**config.mk**
```make
export PLATFORM = sky130hd
export DESIGN_NAME = rsq_reset_sequencer
export DESIGN_NICKNAME = d
export VERILOG_FILES = /design/src/hdl/rsq_pkg.sv /design/src/hdl/rsq_reset_sequencer.sv /design/src/hdl/rsq_sync.sv
export SDC_FILE = /design/constraint.sdc
export NUM_CORES = 1
export LEC_CHECK = 0
export ABC_CLOCK_PERIOD_IN_PS = 2000
export BUFFER_PORTS_ARGS = -buffer_cell sky130_fd_sc_hd__buf_2
export CAP_MARGIN = 25
export CORE_UTILIZATION = 35
export DETAILED_ROUTE_END_ITERATION = 10
export MAX_ROUTING_LAYER = met4
export PLACE_DENSITY = 0.59
export SKIP_CTS_REPAIR_TIMING = 1
export SYNTH_ARGS = -nofsm -noshare
export SYNTH_HDL_FRONTEND = slang
export SYNTH_HIERARCHICAL = 1
export SYNTH_SLANG_ARGS = --single-unit
```
**constraint.sdc**
```tcl
create_clock -name mclk -period 2 [get_ports mclk]
set_input_delay 0.1 -clock mclk [delete_from_list [all_inputs] [get_ports mclk]]
set_output_delay 0.1 -clock mclk [all_outputs]
set_load 0.02 [all_outputs]
```
**src/hdl/rsq_pkg.sv**
```systemverilog
// Package with constants and types for the reset sequencer and mode latch.
package rsq_pkg;

  // ********************************
  // Timing
  // ********************************
  localparam int RSQ_STRETCH_CYCLES = 32768;
  localparam int RSQ_MIN_RESET_CYCLES = 6;
  localparam logic [15:0] RSQ_CNT_RESET = 16'h0000;

  // ********************************
  // Mode encodings
  // ********************************
  localparam logic RSQ_BUS_WIDTH_SELECT_32 = 1'b0;
  localparam logic [1:0] RSQ_BOOT_32 = 2'h0;
  localparam logic [1:0] RSQ_BOOT_8 = 2'h1;
  localparam logic [1:0] RSQ_BOOT_16 = 2'h2;
  localparam logic [1:0] RSQ_BOOT_RSV = 2'h3;
  localparam logic RSQ_FLOAT_ACTIVE = 1'b0;

  // Reset values of the latched modes: 32-bit bus, 32-bit boot, no float.
  localparam logic RSQ_RST_WIDE32 = 1'b1;
  localparam logic [2:0] RSQ_RST_BOOT = 3'h4;
  localparam logic RSQ_RST_FLOAT = 1'b0;

  typedef enum logic [1:0] {
    RSQ_HOLD = 2'b00,
    RSQ_STRETCH = 2'b01,
    RSQ_RUN = 2'b11
  } rsq_state_t;

  typedef struct packed {
    logic bus_width_select;
    logic boot_port_width_hi;
    logic boot_port_width_lo;
    logic float_all_pins_in;
  } rsq_straps_t;

  // Decoded modes: bus width, float, and one-hot boot port width: 32, 16, 8 bits or reserved.
  typedef struct packed {
    logic bus32;
    logic boot32;
    logic boot16;
    logic boot8;
    logic float_all_pins;
    logic boot_reserved;
  } rsq_mode_t;

endpackage

```
**src/hdl/rsq_reset_sequencer.sv**
```systemverilog
// Reset sequencer that stretches reset and latches boot mode straps.
`timescale 1ns/10ps
module rsq_reset_sequencer #(
  parameter int STRETCH = rsq_pkg::RSQ_STRETCH_CYCLES,
  parameter int IRQ_W = 7
) (
  input wire logic mclk,
  input wire logic sys_rst,
  input wire logic ext_reset_in_n,
  input wire logic dram_reset_enable_n,
  input wire rsq_pkg::rsq_straps_t straps,
  input wire logic [IRQ_W-1:0] ext_irq_inputs_n,
  input wire logic core_first_cycle,
  output logic reset_out_n,
  output rsq_pkg::rsq_mode_t mode,
  output logic sdram_preserve,
  output logic [IRQ_W-1:0] irq_reset_snapshot,
  output logic bus_hold_default
);
  import rsq_pkg::*;

  // ********************************
  // Input synchronisers
  // ********************************
  logic rst_s;
  logic dre_s;
  logic [1:0] rst_dre_s;
  logic [IRQ_W-1:0] irq_s;
  logic [3:0] straps_s;

  rsq_sync #(.W(2), .INIT(2'h3)) u_rst_sync (
    .mclk(mclk),
    .sys_rst(sys_rst),
    .async_in({~ext_reset_in_n, ~dram_reset_enable_n}),
    .sync_out(rst_dre_s)
  );
  assign rst_s = rst_dre_s[1];
  assign dre_s = rst_dre_s[0];

  rsq_sync #(.W(IRQ_W), .INIT('0)) u_irq_sync (
    .mclk(mclk),
    .sys_rst(sys_rst),
    .async_in(~ext_irq_inputs_n),
    .sync_out(irq_s)
  );

  rsq_sync #(.W(4), .INIT(4'h0)) u_strap_sync (
    .mclk(mclk),
    .sys_rst(sys_rst),
    .async_in(straps),
    .sync_out(straps_s)
  );

  // ********************************
  // Sequencer
  // ********************************
  rsq_state_t st_q, st_d;
  logic [15:0] cnt_q, cnt_d;
  logic reset_out_q, reset_out_d;
  logic rst_out_n_q, rst_out_n_d;
  logic keep_q, keep_d;
  logic hold_q, hold_d;
  logic [IRQ_W-1:0] irq_q, irq_d;
  rsq_mode_t mode_q, mode_d;

  always_comb begin
    st_d = st_q;
    cnt_d = cnt_q;
    reset_out_d = reset_out_q;
    keep_d = keep_q;
    hold_d = hold_q;
    irq_d = irq_q;
    mode_d = mode_q;
    unique case (st_q)
      RSQ_HOLD: begin
        reset_out_d = 1'b1;
        hold_d = 1'b1;
        // Only samples seen with reset still asserted count, so a power-on
        // reset that drops both lines together is not taken as normal.
        if (rst_s) begin
          keep_d = ~dre_s;
          irq_d = irq_s;
        end
        cnt_d = RSQ_CNT_RESET;
        if (!rst_s) begin
          st_d = RSQ_STRETCH;
        end
      end
      RSQ_STRETCH: begin
        if (rst_s) begin
          st_d = RSQ_HOLD;
        end else if (cnt_q == 16'(STRETCH - 1)) begin
          st_d = RSQ_RUN;
          reset_out_d = 1'b0;
          mode_d.bus32 = (straps_s[3] == RSQ_BUS_WIDTH_SELECT_32);
          mode_d.boot32 = (straps_s[2:1] == RSQ_BOOT_32);
          mode_d.boot8 = (straps_s[2:1] == RSQ_BOOT_8);
          mode_d.boot16 = (straps_s[2:1] == RSQ_BOOT_16);
          mode_d.boot_reserved = (straps_s[2:1] == RSQ_BOOT_RSV);
          mode_d.float_all_pins = (straps_s[0] == RSQ_FLOAT_ACTIVE);
        end else begin
          cnt_d = cnt_q + 16'h0001;
        end
      end
      RSQ_RUN: begin
        // modes hold here until a new reset.
        if (core_first_cycle) begin
          hold_d = 1'b0;
        end
        if (rst_s) begin
          st_d = RSQ_HOLD;
          reset_out_d = 1'b1;
          hold_d = 1'b1;
        end
      end
      default: begin
        st_d = RSQ_HOLD;
      end
    endcase
    rst_out_n_d = ~reset_out_d;
  end

  always_ff @(posedge mclk or posedge sys_rst) begin
    if (sys_rst) begin
      st_q <= RSQ_HOLD;
      cnt_q <= RSQ_CNT_RESET;
      reset_out_q <= 1'b1;
      rst_out_n_q <= 1'b0;
      keep_q <= 1'b0;
      hold_q <= 1'b1;
      irq_q <= '0;
      mode_q <= {RSQ_RST_WIDE32, RSQ_RST_BOOT, RSQ_RST_FLOAT, 1'b0};
    end else begin
      st_q <= st_d;
      cnt_q <= cnt_d;
      reset_out_q <= reset_out_d;
      rst_out_n_q <= rst_out_n_d;
      keep_q <= keep_d;
      hold_q <= hold_d;
      irq_q <= irq_d;
      mode_q <= mode_d;
    end
  end

  assign reset_out_n = rst_out_n_q;
  assign mode = mode_q;
  assign sdram_preserve = keep_q;
  assign irq_reset_snapshot = irq_q;
  assign bus_hold_default = hold_q;

  // ********************************
  // Checks
  // ********************************
  logic [16:0] run_cnt_q;
  always_ff @(posedge mclk or posedge sys_rst) begin
    if (sys_rst) begin
      run_cnt_q <= '0;
    end else if (!reset_out_q || rst_s) begin
      run_cnt_q <= '0;
    end else if (run_cnt_q != 17'h1ffff) begin
      run_cnt_q <= run_cnt_q + 17'h00001;
    end
  end

  property p_reset_follows;
    @(posedge mclk) disable iff (sys_rst)
      rst_s |=> reset_out_q;
  endproperty
  a_reset_follows: assert property (p_reset_follows)
    else $error("reset output dropped while reset input asserted");

  property p_stretch_len;
    @(posedge mclk) disable iff (sys_rst)
      $fell(reset_out_q) |-> run_cnt_q == 17'(STRETCH + 1);
  endproperty
  a_stretch_len: assert property (p_stretch_len)
    else $error("reset stretch length wrong");

  property p_mode_bus;
    @(posedge mclk) disable iff (sys_rst)
      $fell(reset_out_q) |-> mode_q.bus32 == ($past(straps_s[3]) == 1'b0);
  endproperty
  a_mode_bus: assert property (p_mode_bus)
    else $error("bus width not taken from strap");

  property p_mode_boot;
    @(posedge mclk) disable iff (sys_rst)
      $fell(reset_out_q) |-> mode_q.boot8 == ($past(straps_s[2:1]) == 2'h1)
        && mode_q.boot16 == ($past(straps_s[2:1]) == 2'h2);
  endproperty
  a_mode_boot: assert property (p_mode_boot)
    else $error("boot width not taken from straps");

  property p_mode_float;
    @(posedge mclk) disable iff (sys_rst)
      $fell(reset_out_q) |-> mode_q.float_all_pins == !$past(straps_s[0]);
  endproperty
  a_mode_float: assert property (p_mode_float)
    else $error("float mode not taken from strap");

  property p_mode_stable;
    @(posedge mclk) disable iff (sys_rst)
      !reset_out_q && !$past(reset_out_q) |-> $stable(mode_q);
  endproperty
  a_mode_stable: assert property (p_mode_stable)
    else $error("latched mode changed after capture");

  property p_keep;
    @(posedge mclk) disable iff (sys_rst)
      rst_s && st_q == RSQ_HOLD |=> keep_q == !$past(dre_s);
  endproperty
  a_keep: assert property (p_keep)
    else $error("sdram preserve flag wrong");

  property p_irq;
    @(posedge mclk) disable iff (sys_rst)
      rst_s && st_q == RSQ_HOLD |=> irq_q == $past(irq_s);
  endproperty
  a_irq: assert property (p_irq)
    else $error("irq snapshot not taken during reset");

  property p_hold;
    @(posedge mclk) disable iff (sys_rst)
      reset_out_q |-> hold_q;
  endproperty
  a_hold: assert property (p_hold)
    else $error("bus released during reset");

endmodule

```
**src/hdl/rsq_sync.sv**
```systemverilog
// Two-stage synchroniser, falling edge then rising edge of the clock.
`timescale 1ns/10ps
module rsq_sync #(
  parameter int W = 1,
  parameter logic [W-1:0] INIT = '0
) (
  input wire logic mclk,
  input wire logic sys_rst,
  input wire logic [W-1:0] async_in,
  output logic [W-1:0] sync_out
);

  logic [W-1:0] meta_q;
  logic [W-1:0] sync_q;

  // The falling stage gives half a period to settle; faster than two full
  // cycles but matches the documented recognition edge.
  always_ff @(negedge mclk or posedge sys_rst) begin
    if (sys_rst) begin
      meta_q <= INIT;
    end else begin
      meta_q <= async_in;
    end
  end

  always_ff @(posedge mclk or posedge sys_rst) begin
    if (sys_rst) begin
      sync_q <= INIT;
    end else begin
      sync_q <= meta_q;
    end
  end

  assign sync_out = sync_q;

endmodule
```
# == Word-level counts from Yosys, hierarchy flattened ==
# Index checks and enable logic that the tools add are counted.
# word_totals
ff_bits,61
input_bits,16
out_inout_bits,16
elab_cells,64
# classes
addsub,1
eq_ne,12
muxes,15
bitwise_logic,8
n_reduce_logical,9
# ops
op,n
16-bit two-way mux,2
16-bit case mux with 2 select lines,1
"16-bit by 1-bit adder with 16-bit output, second input constant",1
"16-bit by 15-bit == test with 1-bit output, second input constant",1
3-bit AND reduction,3
2-bit two-way mux,4
1-bit NOT,7
7-bit NOT,1
"2-bit == test, second input constant",3
"2-bit != test, second input constant",3
"3-bit by 2-bit != test with 1-bit output, second input constant",2
2-bit case mux with 3 select lines,1
1-bit two-way mux,5
"2-bit by 1-bit == test with 1-bit output, second input constant",2
2-bit logical NOT,2
2-bit AND reduction,2
2-bit nonzero test,2
1-bit case mux with 3 select lines,1
"2-bit by 1-bit != test with 1-bit output, second input constant",1
1-bit case mux with 2 select lines,1

# == Depth between registers and ports, before layout ==
# logic_depth
ltp_word,5
mapped_depth,7
depth_no_buf,5

# == By module ==
# The synthesis kept the hierarchy.
# modules_own_cells
module,n_inst,cells_per_inst,area_per_inst_um2,seq_area_each_um2
rsq_reset_sequencer,1,184,1839.3,880.8
rsq_sync at u_irq_sync,1,15,354.1,350.3
rsq_sync at u_strap_sync,1,9,203.9,200.2
rsq_sync at u_rst_sync,1,6,112.6,105.1

==> qor.yml <==
sta:
  fin_crit_sh: 0.971
  fin_setup_tns_ns: 0
  clock_skew_ns: 0.0372
  slew_violations: 0
  setup_slack_ns: 0.0584
  tightestPinTransition_ns: 0.480
  slew_headroom: 0.680
  hold_viol: 0
  fin_crit_ns: 1.94
  clock.fmax_ghz: 0.515
  setup_viol: 0
floorplanning:
  num_io_pins: 32
  die_height_um: 86.7
  die_w_um: 86.7
  core_um2: 6870
  die_area_um2: 7510
  rows: 30
  initial_core_util: 0.365
power:
  p_clk_frac: 0.448
  power.internal_uw: 2060
  p_seq_frac: 0.491
  power_frac_comb: 0.061
  sw_frac_of_total: 0.238
  p_leak_uw: 0.00137
  pwr_density_cell_nw_per_um2: 877
  p_sw_uw: 641
  vdd_drop_max_mv: 0.863
  power.total_uw: 2700
clocking:
  cts_buffer_depth: 2
  htree_levels: 3
  clk_pin_slew_ns: 0.07
  numClockSinks: 61
  cts_inserted_buffers: 9
  root_buffer: "clkbuf_8"
  clk_latency_ns: 0.37
  tritoncts: "yes"
drt:
  vias: 1786
  drt_iter0_markers: 102
  drtPass1Iterations: 4
  drc: 0
  viasPerCell: 4.95
  ant_nets: 0
  drt-total-wl_um: 4670
  post_drt_wl_per_cell_um: 12.9
synth:
  syn_nets: 231
  yosys-top-cells-area: "dfrtp_1, dfrtn_1, dfstp_2"
  synth_area_um2: 2510
  synth_edf_count: 0
  synth-main-ff-cell: "dfrtp_1"
  netlist-cell-type-count: 48
  avgSynthCellArea_um2: 11.7
  ys_seq_elements: 61
  ys_warn_count: 6
  syn_inst: 214
  synth-async-reset-ratio: 1.00
  yosysTopAreaCell: "dfrtp_1"
  synth.top_cell.area_share: 0.419
  seq_area_frac_synth: 0.612
setup_path:
  crit_path_top_delay_cell: "or4_4"
  critical_path_arrival_ns: 2.21
  crit_family: "simple AND/OR/NAND/NOR gates"
  path_depth: 4
  required_ns: 2.27
  max_stage_delay_ns: 0.65
  path_buf_inv: 0
  critPathKind: "flop to flop"
  startpoint: "cnt_q[1]"
  r2r_slack_ns: 0.06
  end_kind: "flop"
  startpoint_type: "flop"
  reg2reg_from: "cnt_q[1]"
  crit_fanout: 5
  reg2reg_depth: 4
  cp_cell_sequence: "ha_2, nand4_1, or4_4, o32a_1"
grt:
  track_usage: 0.144
  antenna_found_initial: 0
  gr-total-overflow: 0
  grt_pass1_wl_um: 7830
  grt_max_degree: 36
  grt_pass1_vias: 1661
layout:
  mostFrequentLayoutCell: "dfrtp_1"
  mostFrequentLayoutCells: "dfrtp_1, buf_2, inv_1"
  areaGrowthSynthToFinish_pct: 22.5
  diodes: 0
  drive_gt1_frac: 0.321
  fillerInstances: 669
  nets: 277
placement:
  place_congestion: 0.837
  hpwl_um: 3310
  numPortBuffers: 31
  post-place-ws_ns: 0.0626
run_status:
  status: "complete, no violations"
hold_path:
  min_path_type: "primary input to flop"
flow_run:
  drv_cap: 0
-- worst register-to-register path, delay by kind of cell, from the launching register on --
kind                       cells  cell delay (ns)
adders and majority gates      1             0.25
DFF                            1             0.41
and+or+nand+nor                2             0.87
AOI/OAI and AO/OA              1             0.35
-- power by group through the flow --
stage	Combinational [µW]	Sequential, µW	Clock (µW)
2_1_floorplan	76.1	1370	9.39
4_1_cts	166	1320	1250
3_5_place_dp	166	1350	9.39
5_1_grt	183	1330	1310
3_3_place_gp	162	1340	9.39
6_report	164	1320	1210
-- stage by stage --
| stage | instance area, µm² | util | std cells | hold WS [ns] |
|---|---|---|---|---|
| after global routing | 3080 | 0.448 | 361 | 0.0536 |
| after detailed placement | 2820 | 0.410 | 343 | 0.0861 |
| after global placement | 2820 | 0.410 | 343 | 0.0794 |
| final | 3080 | 0.448 | 361 | 0.0404 |
| after floorplan | 2510 | - | 214 | -0.0844 |
| after CTS | 3040 | 0.443 | 360 | -0.288 |
-- logic make-up (layout without fill, tap and decap cells) --
logic type / count (synthesis) / in the layout / synth area share
AO/OA/AOI/OAI: 35 / 35 / 0.0937
buffers and inverters: 29 / 80 / 0.0533
flip-flops: 61 / 61 / 0.612
AND/OR/NAND/NOR: 74 / 74 / 0.175
adder cells (fa/ha/maj): 1 / 1 / 0.00498
multiplexers: 14 / 14 / 0.0608
-- area by class of cell --
type | instances | area (µm²) | share of cell area
Clock buffer | 11 | 163 | 0.0529
Timing Repair Buffer | 43 | 248 | 0.0806
Sequential cell | 61 | 1540 | 0.500
Tap cell | 96 | 120 | 0.0391
Clock inverter | 7 | 70.1 | 0.0228
Multi-Input combinational cell | 124 | 866 | 0.282
Inverter | 19 | 71.3 | 0.0232
-- metal layers --
layer / routed length (µm) / vias to the layer above / track usage
li1: - / 853 / -
met1: 2160 / 873 / 0.173
met2: 2180 / 48 / 0.217
met3: 213 / 12 / 0.0486
met4: 108 / 0 / 0.0712
met5: 0 / - / -
-- how the worst min path moves through the flow --
| stage | from | endpoint | depth (start not counted) | slack (ns) |
|---|---|---|---|---|
| 2_1_floorplan | sys_rst | u_strap_sync/sync_out[0] | 1 | -0.08 |
| 3_3_place_gp | sys_rst | u_strap_sync/sync_out[3] | 2 | 0.08 |
| 3_5_place_dp | sys_rst | u_strap_sync/sync_out[3] | 2 | 0.09 |
| 4_1_cts | sys_rst | u_strap_sync/sync_out[0] | 2 | -0.29 |
| 5_1_grt | core_first_cycle | bus_hold_default | 4 | 0.05 |
| 6_report | core_first_cycle | bus_hold_default | 4 | 0.04 |
-- synthesized netlist by cell type, types with 2 or more instances --
cell,number
nand2b_1,3
buf_6,2
nand2_1,17
nor2b_1,2
inv_1,20
dfrtp_1,42
o21ai_0,5
nand4b_1,2
o211ai_1,4
and4_1,2
buf_2,2
buf_4,2
mux2_2,9
and3_1,2
nand3_1,8
a21oi_1,11
mux2i_1,4
o311ai_0,2
nor3_1,3
dfstp_2,8
o31ai_1,6
dfrtn_1,11
clkbuf_1,2
nand4_1,6
nor2_2,2
or4_1,8
and2_1,2
nor2_1,6
or2_0,2
-- sequential cells by signal (all words and copies together), names as in the netlist, named ones only --
register               flops
bus_hold_default           1
cnt_q                     16
irq_reset_snapshot         7
mode                       6
reset_out_n                1
sdram_preserve             1
st_q                       2
u_irq_sync/meta_q          7
u_irq_sync/sync_out        7
u_rst_sync/meta_q          2
u_rst_sync/sync_out        2
u_strap_sync/meta_q        4
u_strap_sync/sync_out      4
Power figures use the tool's default switching activity.
